**src/logic/servo_cmd_defines.svh**
```systemverilog
// Offsets, field positions, key word and command codes of the servo input-device command handler.
`ifndef SERVO_CMD_DEFINES_SVH
`define SERVO_CMD_DEFINES_SVH

// APB byte offsets, one aligned 32-bit word each.
`define CMD_REG_OFFS      8'h00
`define DATA_REG_OFFS     8'h04
`define WORD0_REG_OFFS    8'h08
`define WORD1_REG_OFFS    8'h0C
`define STATUS_REG_OFFS   8'h10
`define REPLY_REG_OFFS    8'h14
`define EFF0_REG_OFFS     8'h18
`define EFF1_REG_OFFS     8'h1C

// Command register fields.
`define CMD_CODE_MSB      15
`define CMD_CODE_LSB      8
`define CMD_DNO_MSB       7
`define CMD_DNO_LSB       0

// Status register bit positions.
`define STAT_IN_DIS_BIT   0
`define STAT_OUT_DIS_BIT  1
`define STAT_TEST_BIT     2
`define STAT_ERR_BIT      3

// Command codes and data numbers.
`define CMD_DEV_SET       8'h92
`define CMD_IO_DISABLE    8'h90
`define CMD_STATUS_READ   8'h12
`define DNO_WORD0         8'h60
`define DNO_WORD1         8'h61
`define DNO_TEST_WORD0    8'h00
`define DNO_TEST_WORD1    8'h01
`define DNO_IN_DISABLE    8'h00
`define DNO_IN_ENABLE     8'h10
`define DNO_OUT_DISABLE   8'h03
`define DNO_OUT_ENABLE    8'h13
`define DNO_OUT_STAT0     8'h80
`define DNO_OUT_STAT1     8'h81

// Key word that disable and enable commands must carry.
`define IO_KEY_WORD       32'h00001EA5

// Input bits that survive an input disable (both stroke-end limits).
`define PROTECT_MASK0     32'h00000006

// Reset values.
`define WORD_RST          32'h00000000
`define CMD_RST           16'h0000

`endif

```
**src/logic/servo_cmd_pkg.sv**
```systemverilog
// Packed layouts of the two input-device words.
package servo_cmd_pkg;

	// First input-device word, bit 31 down to bit 0.
	typedef struct packed {
		logic [3:0] rsv_31_28;
		logic       gain_change;
		logic [1:0] rsv_26_25;
		logic       pause_resume;
		logic       override_sel;
		logic [3:0] rsv_22_19;
		logic       proximity_dog;
		logic       auto_manual_sel;
		logic [3:0] rsv_16_13;
		logic       rev_start;
		logic       fwd_start;
		logic [2:0] rsv_10_8;
		logic       clear_in;
		logic       alarm_reset_in;
		logic       proportional_ctrl;
		logic       internal_torque_limit_sel;
		logic       rsv_3;
		logic       rev_stroke_limit;
		logic       fwd_stroke_limit;
		logic       servo_enable_in;
	} dev_word0_type;

	// Second input-device word, point-table selects in the top byte.
	typedef struct packed {
		logic        point_sel_8;
		logic        point_sel_7;
		logic        point_sel_6;
		logic        point_sel_5;
		logic        point_sel_4;
		logic        point_sel_3;
		logic        point_sel_2;
		logic        point_sel_1;
		logic [23:0] rsv_23_0;
	} dev_word1_type;

endpackage : servo_cmd_pkg

```
**src/logic/servo_input_device_command_handler.sv**
```systemverilog
// APB-driven interpreter for input-device on/off, test words and keyed I/O disable.
//
// What this block does
// - Device state is the last received word ORed with the synchronised external pins.
// - Word [6][0] bit 0 drives servo enable.
// - Word [6][0] bits 4-27 map listed devices.
// - Bits 1,2 stroke limits; 11,12 start.
// - Word [6][1] bits 24-31 are point selects.
// - Data is the hexadecimal bit-mapped value.
// - Input disable independent of device on/off.
// - Disabled inputs read as off.
// - Emergency stop and limits never disabled.
// - Keyed [0][0]/[1][0] disables/enables inputs.
// - Keyed [0][3]/[1][3] disables/enables outputs.
// - Test mode accepts words [0][0],[0][1].
// - Read [8][0],[8][1] returns output statuses.
`timescale 1ns/10ps
`include "servo_cmd_defines.svh"

module servo_input_device_command_handler (
	input  wire logic                          core_clk_in,
	input  wire logic                          rstn_in,
	input  wire logic                          psel_in,
	input  wire logic                          penable_in,
	input  wire logic                          pwrite_in,
	input  wire logic [7:0]                    paddr_in,
	input  wire logic [31:0]                   pwdata_in,
	input  wire logic [3:0]                    pstrb_in,
	output logic      [31:0]                   prdata_out,
	output logic                               pready_out,
	output logic                               pslverr_out,
	input  wire logic                          test_mode_in,
	input  wire logic [31:0]                   ext_word0_in,
	input  wire logic [31:0]                   ext_word1_in,
	input  wire logic                          emergency_stop_in,
	input  wire logic [31:0]                   out_dev0_raw_in,
	input  wire logic [31:0]                   out_dev1_raw_in,
	output servo_cmd_pkg::dev_word0_type       input_devices0_out,
	output servo_cmd_pkg::dev_word1_type       input_devices1_out,
	output logic                               emergency_stop_out,
	output logic                               analog_pulse_en_out,
	output logic      [31:0]                   out_dev0_out,
	output logic      [31:0]                   out_dev1_out
);

	// Register state.
	logic [15:0] cmd_ff;
	logic [15:0] nxt_cmd;
	logic [31:0] word0_ff;
	logic [31:0] nxt_word0;
	logic [31:0] word1_ff;
	logic [31:0] nxt_word1;
	logic [31:0] reply_ff;
	logic [31:0] nxt_reply;
	logic        in_dis_ff;
	logic        nxt_in_dis;
	logic        out_dis_ff;
	logic        nxt_out_dis;
	logic        err_ff;
	logic        nxt_err;

	// Bus answer state.
	logic [31:0] prdata_ff;
	logic [31:0] nxt_prdata;
	logic        pready_ff;
	logic        nxt_pready;
	logic        pslverr_ff;
	logic        nxt_pslverr;

	// Pin synchronisers and device outputs.
	logic [31:0] ext0_meta_ff;
	logic [31:0] ext0_sync_ff;
	logic [31:0] ext1_meta_ff;
	logic [31:0] ext1_sync_ff;
	logic        stop_meta_ff;
	logic        stop_sync_ff;
	logic [31:0] eff0_ff;
	logic [31:0] nxt_eff0;
	logic [31:0] eff1_ff;
	logic [31:0] nxt_eff1;
	logic        stop_out_ff;
	logic        ana_en_ff;
	logic [31:0] odev0_ff;
	logic [31:0] nxt_odev0;
	logic [31:0] odev1_ff;
	logic [31:0] nxt_odev1;

	// Decoded bus strobes and command fields.
	logic        setup_ph;
	logic        access_done;
	logic        wr_cmd;
	logic        wr_data;
	logic        wr_status;
	logic        mapped;
	logic [7:0]  cmd_code;
	logic [7:0]  cmd_dno;
	logic [7:0]  new_code;
	logic [7:0]  new_dno;
	logic        key_ok;

	// Strobes: a write takes effect at the access edge on which pready is high.
	always_comb begin
		setup_ph    = psel_in & ~penable_in;
		access_done = psel_in & penable_in & pready_ff;
		wr_cmd      = access_done & pwrite_in & (paddr_in == `CMD_REG_OFFS);
		wr_data     = access_done & pwrite_in & (paddr_in == `DATA_REG_OFFS);
		wr_status   = access_done & pwrite_in & (paddr_in == `STATUS_REG_OFFS);
		cmd_code    = cmd_ff[`CMD_CODE_MSB:`CMD_CODE_LSB];
		cmd_dno     = cmd_ff[`CMD_DNO_MSB:`CMD_DNO_LSB];
		new_code    = pwdata_in[`CMD_CODE_MSB:`CMD_CODE_LSB];
		new_dno     = pwdata_in[`CMD_DNO_MSB:`CMD_DNO_LSB];
		key_ok      = (pwdata_in == `IO_KEY_WORD);
		mapped      = (paddr_in[1:0] == 2'h0) & (paddr_in <= `EFF1_REG_OFFS);
	end

	// Command execution: device words, keyed disables, status reads and the error flag.
	always_comb begin
		nxt_cmd     = cmd_ff;
		nxt_word0   = word0_ff;
		nxt_word1   = word1_ff;
		nxt_reply   = reply_ff;
		nxt_in_dis  = in_dis_ff;
		nxt_out_dis = out_dis_ff;
		nxt_err     = err_ff;
		if (wr_status && pwdata_in[`STAT_ERR_BIT]) begin
			nxt_err = 1'b0;
		end
		if (wr_cmd) begin
			nxt_cmd = pwdata_in[15:0];
			if (new_code == `CMD_STATUS_READ) begin
				if (new_dno == `DNO_OUT_STAT0) begin
					nxt_reply = out_dev0_raw_in;
				end else if (new_dno == `DNO_OUT_STAT1) begin
					nxt_reply = out_dev1_raw_in;
				end else begin
					nxt_err = 1'b1;
				end
			end
		end
		if (wr_data) begin
			unique case (cmd_code)
				`CMD_DEV_SET: begin
					// The whole word replaces the earlier one; absent bits turn off.
					if (cmd_dno == `DNO_WORD0) begin
						nxt_word0 = pwdata_in;
					end else if (cmd_dno == `DNO_WORD1) begin
						nxt_word1 = pwdata_in;
					end else if (test_mode_in && cmd_dno == `DNO_TEST_WORD0) begin
						nxt_word0 = pwdata_in;
					end else if (test_mode_in && cmd_dno == `DNO_TEST_WORD1) begin
						nxt_word1 = pwdata_in;
					end else begin
						nxt_err = 1'b1;
					end
				end
				`CMD_IO_DISABLE: begin
					// Disable state moves only with the key; device words stay as they are.
					if (!key_ok) begin
						nxt_err = 1'b1;
					end else if (cmd_dno == `DNO_IN_DISABLE) begin
						nxt_in_dis = 1'b1;
					end else if (cmd_dno == `DNO_IN_ENABLE) begin
						nxt_in_dis = 1'b0;
					end else if (cmd_dno == `DNO_OUT_DISABLE) begin
						nxt_out_dis = 1'b1;
					end else if (cmd_dno == `DNO_OUT_ENABLE) begin
						nxt_out_dis = 1'b0;
					end else begin
						nxt_err = 1'b1;
					end
				end
				default: begin
					nxt_err = 1'b1;
				end
			endcase
		end
	end

	// Command state registers.
	always_ff @(posedge core_clk_in) begin
		if (!rstn_in) begin
			cmd_ff     <= `CMD_RST;
			word0_ff   <= `WORD_RST;
			word1_ff   <= `WORD_RST;
			reply_ff   <= `WORD_RST;
			in_dis_ff  <= 1'b0;
			out_dis_ff <= 1'b0;
			err_ff     <= 1'b0;
		end else begin
			cmd_ff     <= nxt_cmd;
			word0_ff   <= nxt_word0;
			word1_ff   <= nxt_word1;
			reply_ff   <= nxt_reply;
			in_dis_ff  <= nxt_in_dis;
			out_dis_ff <= nxt_out_dis;
			err_ff     <= nxt_err;
		end
	end

	// Read data and error are prepared in the setup cycle so the access phase needs no wait.
	always_comb begin
		nxt_pready  = setup_ph;
		nxt_pslverr = setup_ph & ~mapped;
		nxt_prdata  = prdata_ff;
		if (setup_ph) begin
			nxt_prdata = 32'h00000000;
			if (!pwrite_in) begin
				unique case (paddr_in)
					`CMD_REG_OFFS:    nxt_prdata = {16'h0000, cmd_ff};
					`WORD0_REG_OFFS:  nxt_prdata = word0_ff;
					`WORD1_REG_OFFS:  nxt_prdata = word1_ff;
					`STATUS_REG_OFFS: nxt_prdata = {28'h0000000, err_ff, test_mode_in,
					                                out_dis_ff, in_dis_ff};
					`REPLY_REG_OFFS:  nxt_prdata = reply_ff;
					`EFF0_REG_OFFS:   nxt_prdata = eff0_ff;
					`EFF1_REG_OFFS:   nxt_prdata = eff1_ff;
					default:          nxt_prdata = 32'h00000000;
				endcase
			end
		end
	end

	// Bus answer registers.
	always_ff @(posedge core_clk_in) begin
		if (!rstn_in) begin
			prdata_ff  <= 32'h00000000;
			pready_ff  <= 1'b0;
			pslverr_ff <= 1'b0;
		end else begin
			prdata_ff  <= nxt_prdata;
			pready_ff  <= nxt_pready;
			pslverr_ff <= nxt_pslverr;
		end
	end

	// Effective devices: commanded or external, masked by the disables.
	always_comb begin
		nxt_eff0  = word0_ff | ext0_sync_ff;
		nxt_eff1  = word1_ff | ext1_sync_ff;
		nxt_odev0 = out_dis_ff ? 32'h00000000 : out_dev0_raw_in;
		nxt_odev1 = out_dis_ff ? 32'h00000000 : out_dev1_raw_in;
		if (in_dis_ff) begin
			nxt_eff0 = nxt_eff0 & `PROTECT_MASK0;
			nxt_eff1 = 32'h00000000;
		end
	end

	// Pin synchronisers and device output registers.
	always_ff @(posedge core_clk_in) begin
		if (!rstn_in) begin
			ext0_meta_ff <= 32'h00000000;
			ext0_sync_ff <= 32'h00000000;
			ext1_meta_ff <= 32'h00000000;
			ext1_sync_ff <= 32'h00000000;
			stop_meta_ff <= 1'b0;
			stop_sync_ff <= 1'b0;
			eff0_ff      <= 32'h00000000;
			eff1_ff      <= 32'h00000000;
			stop_out_ff  <= 1'b0;
			ana_en_ff    <= 1'b0;
			odev0_ff     <= 32'h00000000;
			odev1_ff     <= 32'h00000000;
		end else begin
			ext0_meta_ff <= ext_word0_in;
			ext0_sync_ff <= ext0_meta_ff;
			ext1_meta_ff <= ext_word1_in;
			ext1_sync_ff <= ext1_meta_ff;
			stop_meta_ff <= emergency_stop_in;
			stop_sync_ff <= stop_meta_ff;
			eff0_ff      <= nxt_eff0;
			eff1_ff      <= nxt_eff1;
			stop_out_ff  <= stop_sync_ff;
			ana_en_ff    <= ~in_dis_ff;
			odev0_ff     <= nxt_odev0;
			odev1_ff     <= nxt_odev1;
		end
	end

	// Output wiring from flip-flops.
	assign prdata_out          = prdata_ff;
	assign pready_out          = pready_ff;
	assign pslverr_out         = pslverr_ff;
	assign input_devices0_out  = servo_cmd_pkg::dev_word0_type'(eff0_ff);
	assign input_devices1_out  = servo_cmd_pkg::dev_word1_type'(eff1_ff);
	assign emergency_stop_out  = stop_out_ff;
	assign analog_pulse_en_out = ana_en_ff;
	assign out_dev0_out        = odev0_ff;
	assign out_dev1_out        = odev1_ff;

	// Checks on command effects and masking.
	a_word0_replace: assert property (@(posedge core_clk_in) disable iff (!rstn_in)
		wr_data && cmd_code == `CMD_DEV_SET && cmd_dno == `DNO_WORD0
		|=> word0_ff == $past(pwdata_in))
		else $error("First device word not replaced by data write.");

	a_servo_enable: assert property (@(posedge core_clk_in) disable iff (!rstn_in)
		wr_data && cmd_code == `CMD_DEV_SET && cmd_dno == `DNO_WORD0 && !in_dis_ff
		|=> ##1 input_devices0_out.servo_enable_in
		== ($past(pwdata_in[0], 2) | $past(ext0_sync_ff[0])))
		else $error("Servo enable does not follow bit 0.");

	a_point_select: assert property (@(posedge core_clk_in) disable iff (!rstn_in)
		wr_data && cmd_code == `CMD_DEV_SET && cmd_dno == `DNO_WORD1
		|=> word1_ff[31:24] == $past(pwdata_in[31:24]))
		else $error("Point select bits not taken from second word.");

	a_test_gate: assert property (@(posedge core_clk_in) disable iff (!rstn_in)
		wr_data && !test_mode_in && cmd_code == `CMD_DEV_SET
		&& cmd_dno == `DNO_TEST_WORD0 |=> $stable(word0_ff) && err_ff)
		else $error("Test word accepted outside test operation.");

	a_disable_indep: assert property (@(posedge core_clk_in) disable iff (!rstn_in)
		wr_data && cmd_code == `CMD_IO_DISABLE |=> $stable(word0_ff) && $stable(word1_ff))
		else $error("Disable command altered device words.");

	a_inputs_off: assert property (@(posedge core_clk_in) disable iff (!rstn_in)
		in_dis_ff |=> (eff0_ff & ~`PROTECT_MASK0) == 32'h00000000 && eff1_ff == 32'h00000000)
		else $error("Disabled input device still on.");

	a_limits_kept: assert property (@(posedge core_clk_in) disable iff (!rstn_in)
		in_dis_ff |=> eff0_ff[2:1] == $past(word0_ff[2:1] | ext0_sync_ff[2:1]))
		else $error("Stroke limit lost under input disable.");

	a_key_disable: assert property (@(posedge core_clk_in) disable iff (!rstn_in)
		wr_data && cmd_code == `CMD_IO_DISABLE && key_ok && cmd_dno == `DNO_IN_DISABLE
		|=> in_dis_ff ##1 !analog_pulse_en_out)
		else $error("Keyed input disable not applied.");

	a_out_disable: assert property (@(posedge core_clk_in) disable iff (!rstn_in)
		out_dis_ff |=> out_dev0_out == 32'h00000000 && out_dev1_out == 32'h00000000)
		else $error("Output devices driven while disabled.");

	a_status_read: assert property (@(posedge core_clk_in) disable iff (!rstn_in)
		wr_cmd && new_code == `CMD_STATUS_READ && new_dno == `DNO_OUT_STAT1
		|=> reply_ff == $past(out_dev1_raw_in))
		else $error("Output status reply wrong.");

	a_bad_key: assert property (@(posedge core_clk_in) disable iff (!rstn_in)
		wr_data && cmd_code == `CMD_IO_DISABLE && !key_ok
		|=> $stable(in_dis_ff) && $stable(out_dis_ff) && err_ff)
		else $error("Unkeyed command changed disable state.");

endmodule : servo_input_device_command_handler

```
**config.mk**
```make
export PLATFORM = sky130hd
export DESIGN_NAME = servo_input_device_command_handler
export DESIGN_NICKNAME = d
export VERILOG_FILES = /design/src/logic/servo_cmd_pkg.sv /design/src/logic/servo_input_device_command_handler.sv
export VERILOG_INCLUDE_DIRS = /design/src /design/src/logic
export SDC_FILE = /design/constraint.sdc
export NUM_CORES = 1
export LEC_CHECK = 0
export ABC_AREA = 0
export BUFFER_PORTS_ARGS = -buffer_cell sky130_fd_sc_hd__clkbuf_2
export CORE_MARGIN = 2
export CORE_UTILIZATION = 35
export CTS_CLUSTER_SIZE = 12
export DETAILED_ROUTE_END_ITERATION = 12
export GPL_TIMING_DRIVEN = 0
export MAX_ROUTING_LAYER = met4
export PLACE_DENSITY_LB_ADDON = 0.08
export SETUP_SLACK_MARGIN = 0.1
export SKIP_LAST_GASP = 1
export SYNTH_ARGS = -nofsm -noshare
export SYNTH_HDL_FRONTEND = slang
export SYNTH_SLANG_ARGS = --single-unit
```
**constraint.sdc**
```tcl
create_clock -name core_clk_in -period 6.6 [get_ports core_clk_in]
set_clock_uncertainty 0.2 [all_clocks]
set_input_delay 0.33 -clock core_clk_in [delete_from_list [all_inputs] [get_ports core_clk_in]]
set_output_delay 0.33 -clock core_clk_in [all_outputs]
set_load 0.02 [all_outputs]
```
**Word-level counts from Yosys, hierarchy flattened**

Index checks and enable logic that the tools add are counted.

- Order comparisons: 1
- Muxes and demuxes: 30
- Equal/unequal tests: 21
- Reduce and logical (&&, ||, !) cells: 18
- Bitwise gates (word level): 18

Operators by type and width:

| cell | count |
|---|---|
| $mux W32 | 9 |
| $pmux W32 S7 | 1 |
| $or A32 B32 Y32 | 2 |
| $eq A8 B5 Y1 const B | 7 |
| $eq A32 B13 Y1 const B | 1 |
| $eq A8 B8 Y1 const B | 4 |
| $mux W1 | 19 |
| $eq A8 B4 Y1 const B | 2 |
| $eq A8 B7 Y1 const B | 2 |
| $logic_not A8 Y1 | 2 |
| $reduce_bool A2 Y1 | 5 |
| $and A1 B1 Y1 | 9 |
| $eq A8 B1 Y1 const B | 1 |
| $eq A8 B2 Y1 const B | 1 |
| $eq A8 B3 Y1 const B | 1 |
| $le A8 B5 Y1 const B | 1 |
| $reduce_and A4 Y1 | 2 |
| $not A1 Y1 | 7 |
| $reduce_and A6 Y1 | 1 |
| $reduce_and A5 Y1 | 1 |
| $ne A2 B2 Y1 const B | 2 |
| $reduce_or A2 Y1 | 2 |
| $logic_and A1 B1 Y1 | 3 |
| $reduce_and A3 Y1 | 1 |
| 2 further kinds | 2 |

- Register bits after elaboration: 409
- Output and inout bits: 164
- Input port bits: 179
- Word-level logic and storage cells: 111

**Longest topological paths before layout**

Gate-level depths: netlist of run 1.

- Depth after elaboration: 17
- Gate-level depth with buffers: 8
- Depth with buffers taken out: 5

**Worst setup path before layout of run 1**

OpenSTA, ideal clock, no wires.

- Kind: input-to-reg
- Start point: input pwdata_in[1]
- End point: register reply_ff[0]
- Path slack: 4131 ps
- Stages: 5
- Path buffers: 1
- Data arrival time: 2131 ps
- Setup time: 137 ps
- Required time: 6263 ps
- Cells stage by stage: or4b_1 > or4_4 > nor4_4 > clkbuf_1 > a211oi_1

- Longest elaborated chain between the ends: 3
- Elaborated cells on any way between the ends: 5
- Classes of those cells: 2 x eq/ne; 1 x mux; 2 x reduce/logical

Ends and longest elaborated chain:

| element | RTL line | RTL |
|---|---|---|
| from (decl) | servo_input_device_command_handler.sv:27 | `input wire logic [31:0] pwdata_in,` |
| $eq A8 B8 Y1 (no line) | -- |  |
| $reduce_bool A2 Y1 (no line) | -- |  |
| $reduce_and A3 Y1 (no line) | -- |  |
| to (signal assigned) | servo_input_device_command_handler.sv:185 | `` reply_ff <= `WORD_RST; `` |
| to (signal assigned) | servo_input_device_command_handler.sv:193 | `reply_ff <= nxt_reply;` |
| to (decl) | servo_input_device_command_handler.sv:53 | `logic [31:0] reply_ff;` |

Several ways; a longest one is shown, not always the timed one.
A chain may end at the register's enable or synchronous reset.

**Final worst setup path of run 1**

- Start point: input paddr_in[1]
- End point: register prdata_ff[23] (netlist: prdata_out[23])

- Longest elaborated chain between the ends: 3
- Elaborated cells on any way between the ends: 9
- Classes of those cells: 6 x eq/ne; 2 x mux; 1 x reduce/logical

Ends and longest elaborated chain:

| element | RTL line | RTL |
|---|---|---|
| from (decl) | servo_input_device_command_handler.sv:26 | `input wire logic [7:0] paddr_in,` |
| $eq A8 B5 Y1, or another cell as far along | servo_input_device_command_handler.sv:208 | `unique case (paddr_in)` |
| $pmux W32 S7 (*) | servo_input_device_command_handler.sv:208 |  |
| $mux W32 (*) | servo_input_device_command_handler.sv:207 | `if (!pwrite_in) begin` |
| to (signal assigned) | servo_input_device_command_handler.sv:230 | `prdata_ff <= nxt_prdata;` |
| to (decl) | servo_input_device_command_handler.sv:63 | `logic [31:0] prdata_ff;` |

Mark *: on every way between the ends. The rest lies on a longest branch, timed or not.

==> results of run 1 <==
==> repair_timing <==
action                                 CTS  global route
buffers inserted                         0             0
resized for setup                        0             0
endpoints found under the hold margin  241             0
hold buffers                           164             0
==> power by group <==
part,internal (mW),switching (mW),leakage [nW],total (mW)
sequential,2.54,0.0284,3.35,2.57
combinational,0.173,0.205,4.13,0.379
clock,1.41,0.989,0.703,2.40
==> routing by layer <==
layer  track usage  routed length, microns
met4        0.0696                    1020
met5             -                       0
met1         0.323                   23300
met3        0.0423                    3190
met2         0.371                   22300
==> cells in the final DEF, fill, tap and decap left out, types with 8 or more instances in the layout <==
cell           synthesis  routed
o21ai_0               29      29
a22o_1                19      19
clkbuf_2               0     336
clkbuf_16              0      45
a221oi_1              29      29
nor2_1               191     191
a211oi_1              36      36
dfxtp_1              409     409
clkbuf_1              68      76
mux2i_1              122     122
a22oi_1               17      17
nand2_1              138     138
mux2_2                20      20
nor3_1                10      10
clkbuf_8               0      15
buf_4                  7       8
and2_1               198     198
dlygate4sd3_1          0     164
==> worst paths after layout <==
path / start / to / slack [ns] / cells after the start
worst max register to register: cmd_ff[11]$_SDFFE_PN0P_ / word0_ff[2]$_SDFFE_PN0P_ / 3.47 / 6
worst min register to register: ext0_meta_ff[8]$_SDFF_PN0_ / ext0_sync_ff[8]$_SDFF_PN0_ / 0.23 / 1
worst min-delay path: psel_in / pready_out$_SDFF_PN0_ / 0.11 / 3
worst max-delay path: paddr_in[1] / prdata_out[23]$_SDFFE_PN0P_ / 3.27 / 8
==> sequential cells by signal (all words and copies together) (netlist names) <==
signal               flops
ext0_meta_ff            32
ext0_sync_ff            32
ext1_meta_ff            32
ext1_sync_ff            32
input_devices0_out      32
input_devices1_out      32
out_dev0_out            32
out_dev1_out            32
prdata_out              32
reply_ff                32
word0_ff                32
word1_ff                32
cmd_ff                  16
analog_pulse_en_out      1
emergency_stop_out       1
err_ff                   1
in_dis_ff                1
out_dis_ff               1
pready_out               1
pslverr_out              1
stop_meta_ff             1
stop_sync_ff             1
==> layout make-up <==
class                           count  area [sq um]
Antenna cell                        2          5.00
Buffer                             85           373
Clock buffer                       68          1360
Clock inverter                      7          48.8
Fill cell                        3767         20200
Inverter                            7          26.3
Multi-Input combinational cell    885          5510
Sequential cell                   409          8190
Tap cell                          525           657
Timing Repair Buffer              501          3330
==> tightest hold or removal path, stage by stage <==
cell      delay, ns
clkbuf_2       0.09
nand2b_1       0.24
nor2_1         0.15
==> through the flow <==
stage,worst slack (ns),utilization,cells
5_1_grt,3.09,0.491,2489
3_3_place_gp,3.06,0.414,2247
6_report,3.27,0.491,2489
3_5_place_dp,3.10,0.414,2247
4_1_cts,3.30,0.490,2486
2_1_floorplan,4.13,-,1386
==> cells by family (layout without fill, tap and decap cells) <==
kind of cell,count (synthesis),count (layout),share of synthesized area
AND/OR/NAND/NOR,582,582,0.203
flip-flops,409,409,0.581
AO/OA/AOI/OAI,160,160,0.0844
multiplexers,142,142,0.103
buffers and inverters,92,668,0.0283
XOR/XNOR,1,1,0.000621
other,0,2,0
==> results.toml, run 1 <==
[sta]
fmax_mhz = 301
worstMarginPinSlew_ns = 1.07
max_slew_margin = 0.286
whs_ns = 0.109
tns_ns = 0
min_period_over_period = 0.504
setup_viol = 0
hold_violations = 0
rsz0062_at_grt = "false"
drv_slew = 0
layout_min_cycle_time_ns = 3.33

[route]
firstDrtPassIters = 7
ant_nets = 0
drcViolationCount = 0
wire_per_inst_microns = 20.0
totalWireLength_microns = 49800
via_per_inst = 4.64
dr_total_vias = 11600
drt_iter0_markers = 671

[worst_setup_path]
critical_path_arrival_ns = 3.62
cpPeakStageDelay_ns = 0.85
crit_path_start_kind = "input pin"
cp_max_fo = 10
critPathTopFamily = "simple AND/OR/NAND/NOR gates"
end_kind = "flop"
required_ns = 6.89
critical_path_class = "input pin to flop"
slowest_stage = "nor3_2"
crit_buf_inv = 3
path_cells = "dlygate4sd3_1 > clkbuf_2 > or3b_2 > nor3_2 > clkbuf_1 > a22o_1 > a221oi_1 > o21ai_0"

[synth]
syn_area_per_cell_sq_um = 10.2
async_flop_share = 0
synth_flop_cell = "dfxtp_1"
yosysTopAreaCellShare = 0.581
yosysMostFrequentCell = "dfxtp_1"
yosysSeqAreaShare = 0.581
ys_seq_elements = 409
yosys_warnings = 0
synthCells = 1386
synth_area_leaders = "dfxtp_1 (58%), and2_1 (8.8%), mux2i_1 (8.7%), nor2_1 (5.1%), nand2_1 (3.7%)"
synth_enable_flop_cells = 0
syn_nets = 1565
synth_commonest_cells = "dfxtp_1 (409), and2_1 (198), nor2_1 (191)"
synth_top_area_cell = "dfxtp_1"
syn_area_sq_um = 14100
synth_cell_type_count = 50

[global_routing]
antenna_found_initial = 2
grt_pass1_vias = 11500
grt_max_degree = 13
grtUsageTotal = 0.241
overflow = 0
grt_pass1_wl_microns = 72500

[floorplanning]
die_y_microns = 205
ios = 343
fp.dieW_microns = 205
floorplan.initialDensity = 0.355
rows = 73
die-area_sq_um = 41900
core_area_sq_um = 39700

[layout]
syn_to_final_growth_pct = 38.3
layout-drive-gt1-share = 0.228
design_area_sq_um = 19500
final_nets = 2112

[place]
hpwl_microns = 38100
io_buffers = 336
dpl-instance-area_sq_um = 16400
gp_congestion = 0.914

[min_path]
hold_path_class = "input pin to flop"

[cts]
clk_pin_slew_ns = 0.06
htreeDepth = 2
cts_buffers = 44
cts_max_path_buffers = 3
cts.sinks = 409
root_buffer = "clkbuf_16"
cts_tree = "built"
clk_latency_ns = 0.57

[power_and_ir_drop]
ir_drop_mv = 0.145
p_per_area_nw_per_um2 = 274
power.total_mw = 5.35
total_leakage_power_nw = 8.18

[job]
drv_cap = 0

[run_status]
outcome = "completed"
Power figures use the tool's default switching activity.
==> run 2: changes to the inputs <==
ABC_AREA = 1   (was 0)
clock period = 2.7 ns   (was 6.6 ns; I/O delays follow)
==> run 2 against run 1 <==
  * Sequential share of layout area down 2.3 points
  * Clock power rose to 2.5 times the previous value
  * Sequential power up 140%
  * Combinational power rose to 2.6 times the previous value
  * Synthesized cell count up 49%
  * Critical path depth up 4
  * Synthesized area up 7.0%
  * Register-to-register slack worse by 3.0 ns
  * First-iteration DRC count up 66%
  * Critical path type unchanged
  * Largest power group unchanged
==> results.toml, run 2 <==
[synth]
ys_seq_elements = 409
synth_area_leaders = "dfxtp_1 (54%), nor2_1 (12%), nand2_1 (9.7%), inv_1 (6.7%), nand3_1 (6.0%)"
synthCells = 2068
yosysTopAreaCellShare = 0.543
yosysMostFrequentCell = "nor2_1"
yosysSeqAreaShare = 0.543
synth_top_area_cell = "dfxtp_1"
syn_nets = 2247
synth_flop_cell = "dfxtp_1"
synth_enable_flop_cells = 0
synth_cell_type_count = 27
synth_commonest_cells = "nor2_1 (499), dfxtp_1 (409), nand2_1 (388)"
syn_area_sq_um = 15100
syn_area_per_cell_sq_um = 7.29
yosys_warnings = 0
async_flop_share = 0

[route]
drcViolationCount = 0
firstDrtPassIters = 6
totalWireLength_microns = 54700
wire_per_inst_microns = 17.1
dr_total_vias = 14200
drt_iter0_markers = 1111
ant_nets = 0
via_per_inst = 4.44

[layout]
layout-drive-gt1-share = 0.180
final_nets = 2806
instances_no_fill = 3207
multi_input_area_sq_um = 5360
layout_commonest_cell = "nor2_1"
fillers = 4322
seq_area_sq_um = 8190
mostFrequentLayoutCells = "nor2_1 (499), dfxtp_1 (409), nand2_1 (388)"
syn_to_final_growth_pct = 36.9

[place]
hpwl_microns = 42100
io_buffers = 338
gp_congestion = 0.903
place_inst = 2952

[power_and_ir_drop]
share_comb_of_total_power = 0.074
pwr-share-clk = 0.455
p_switching_mw = 3.16
intPower_mw = 10.2
ir_drop_mv = 0.387
total_leakage_power_nw = 10.6
pwr-share-seq = 0.471
power.total_mw = 13.3
swShare = 0.237
p_per_area_nw_per_um2 = 645

[min_path]
hold_path_end = "prdata_out[16]$_SDFFE_PN0P_"
hp-start = "paddr_in[4]"
hold_depth = 9
hold_path_class = "input pin to flop"

[global_routing]
antenna_found_initial = 4
grtUsageTotal = 0.250
grt_pass1_vias = 13800
overflow = 0
grt_max_degree = 13
grt_pass1_wl_microns = 81500

[floorplanning]
fp.dieW_microns = 212
die_y_microns = 212
ios = 343
rows = 76
core_area_sq_um = 42800
die-area_sq_um = 44800
floorplan.initialDensity = 0.352

[worst_setup_path]
slowest_stage = "clkbuf_1"
critical_path_class = "input pin to flop"
required_ns = 3.01
end_kind = "flop"
critical_path_arrival_ns = 2.68
path_cells = "dlygate4sd3_1 > clkbuf_2 > inv_1 > nand2_1 > nor2_2 > clkbuf_1 > nand3_1 > nand2_1 > nor2_1 > nand2_1 > nand2_1 > a21oi_1"
crit_path_start_kind = "input pin"
cp_common_cell = "nand2_1"
ff2ff_setup_slack_ns = 0.43
cp_max_fo = 10
reg2reg_to = "reply_ff[30]$_SDFFE_PN0P_"
r2r_cells = 9
cpPeakStageDelay_ns = 0.58
timing.rr.start = "pready_out$_SDFF_PN0_"

[sta]
min_period_over_period = 0.879
layout_min_cycle_time_ns = 2.37
worstMarginPinSlew_ns = 0.867
fmax_mhz = 421
max_slew_margin = 0.422
tns_ns = 0
whs_ns = 0.0558
setup_viol = 0
drv_slew = 0
rsz0062_at_grt = "false"
hold_violations = 0

[job]
drv_cap = 0

[cts]
root_buffer = "clkbuf_16"
htreeDepth = 2
clk_latency_ns = 0.58
ctsResizeCount = 0
cts_max_path_buffers = 3
cts.sinks = 409
clk_pin_slew_ns = 0.06
cts_buffers = 45
cts_tree = "built"

[run_status]
outcome = "completed"
run 2: cell count changes after synthesis, moves of 29 or more:
cell / change
a211oi_1: -30
and2_1: -198
o21ai_0: +64
buf_2: +38
a221oi_1: -29
mux2i_1: -122
nand3_1: +176
o21ai_1: +31
nor2_1: +308
a21oi_1: +38
inv_1: +262
nand2_1: +250
run 2: timing repair:
action | in CTS | in global routing
buffers inserted | 0 | 0
hold buffers | 174 | 0
setup endpoints to repair | 0 | 0
endpoints found under the hold margin | 264 | 0
run 2: final cells by class:
class                      count  share of cell area
antenna                        4            0.000485
buffer                       108              0.0240
clock buffer                  59              0.0605
clock inverter                18             0.00939
inverter                     277              0.0503
multi-input combinational   1274               0.259
sequential                   409               0.396
tap                          546              0.0331
timing repair buffer         512               0.166
run 2: power by group through the flow:
stage / sequential, mW / combinational, mW / clock [mW]
6_report: 6.28 / 0.984 / 6.06
5_1_grt: 6.29 / 1.08 / 6.44
4_1_cts: 6.28 / 0.986 / 6.21
3_5_place_dp: 6.41 / 0.783 / 0
3_3_place_gp: 6.41 / 0.782 / 0
2_1_floorplan: 6.48 / 0.289 / 0
run 2: routing by layer:
| layer | vias up | wire, microns | track usage |
|---|---|---|---|
| met5 | - | 0 | - |
| met4 | 0 | 1290 | 0.0729 |
| met3 | 78 | 3800 | 0.0457 |
| met2 | 494 | 24700 | 0.396 |
| met1 | 6279 | 24900 | 0.326 |
| li1 | 7397 | - | - |
run 2: per-stage QoR:
stage	utilization	cell area [sq um]	setup slack, ns
finish	0.483	20700	0.327
global route	0.483	20700	0.110
CTS	0.482	20600	0.388
detailed placement	0.408	17500	0.133
global placement	0.408	17500	0.0847
floorplan	-	15100	0.942
run 2: worst max-delay path by stage:
stage	start	end
5_1_grt	paddr_in[7]	prdata_out[17]$_SDFFE_PN0P_
3_5_place_dp	rstn_in	ext0_sync_ff[23]$_SDFF_PN0_
6_report	paddr_in[5]	prdata_out[10]$_SDFFE_PN0P_
3_3_place_gp	rstn_in	ext0_sync_ff[23]$_SDFF_PN0_
2_1_floorplan	pready_out$_SDFF_PN0_	reply_ff[11]$_SDFFE_PN0P_
4_1_cts	paddr_in[7]	prdata_out[23]$_SDFFE_PN0P_
run 2: kinds of logic (layout without fill, tap and decap cells):
| kind of cell | count (synthesis) | count (layout) | synth area share |
|---|---|---|---|
| AND/OR/NAND/NOR | 1097 | 1097 | 0.295 |
| flip-flops | 409 | 409 | 0.543 |
| buffers and inverters | 385 | 974 | 0.102 |
| AO/OA/AOI/OAI | 177 | 177 | 0.0601 |
| other | 0 | 4 | 0 |
run 2: critical path: cells and delay by family:
| kind | cells | cell delay (ns) |
|---|---|---|
| buffers and inverters | 4 | 1.32 |
| AND/OR/NAND/NOR | 7 | 1.10 |
| AO/OA/AOI/OAI | 1 | 0.12 |
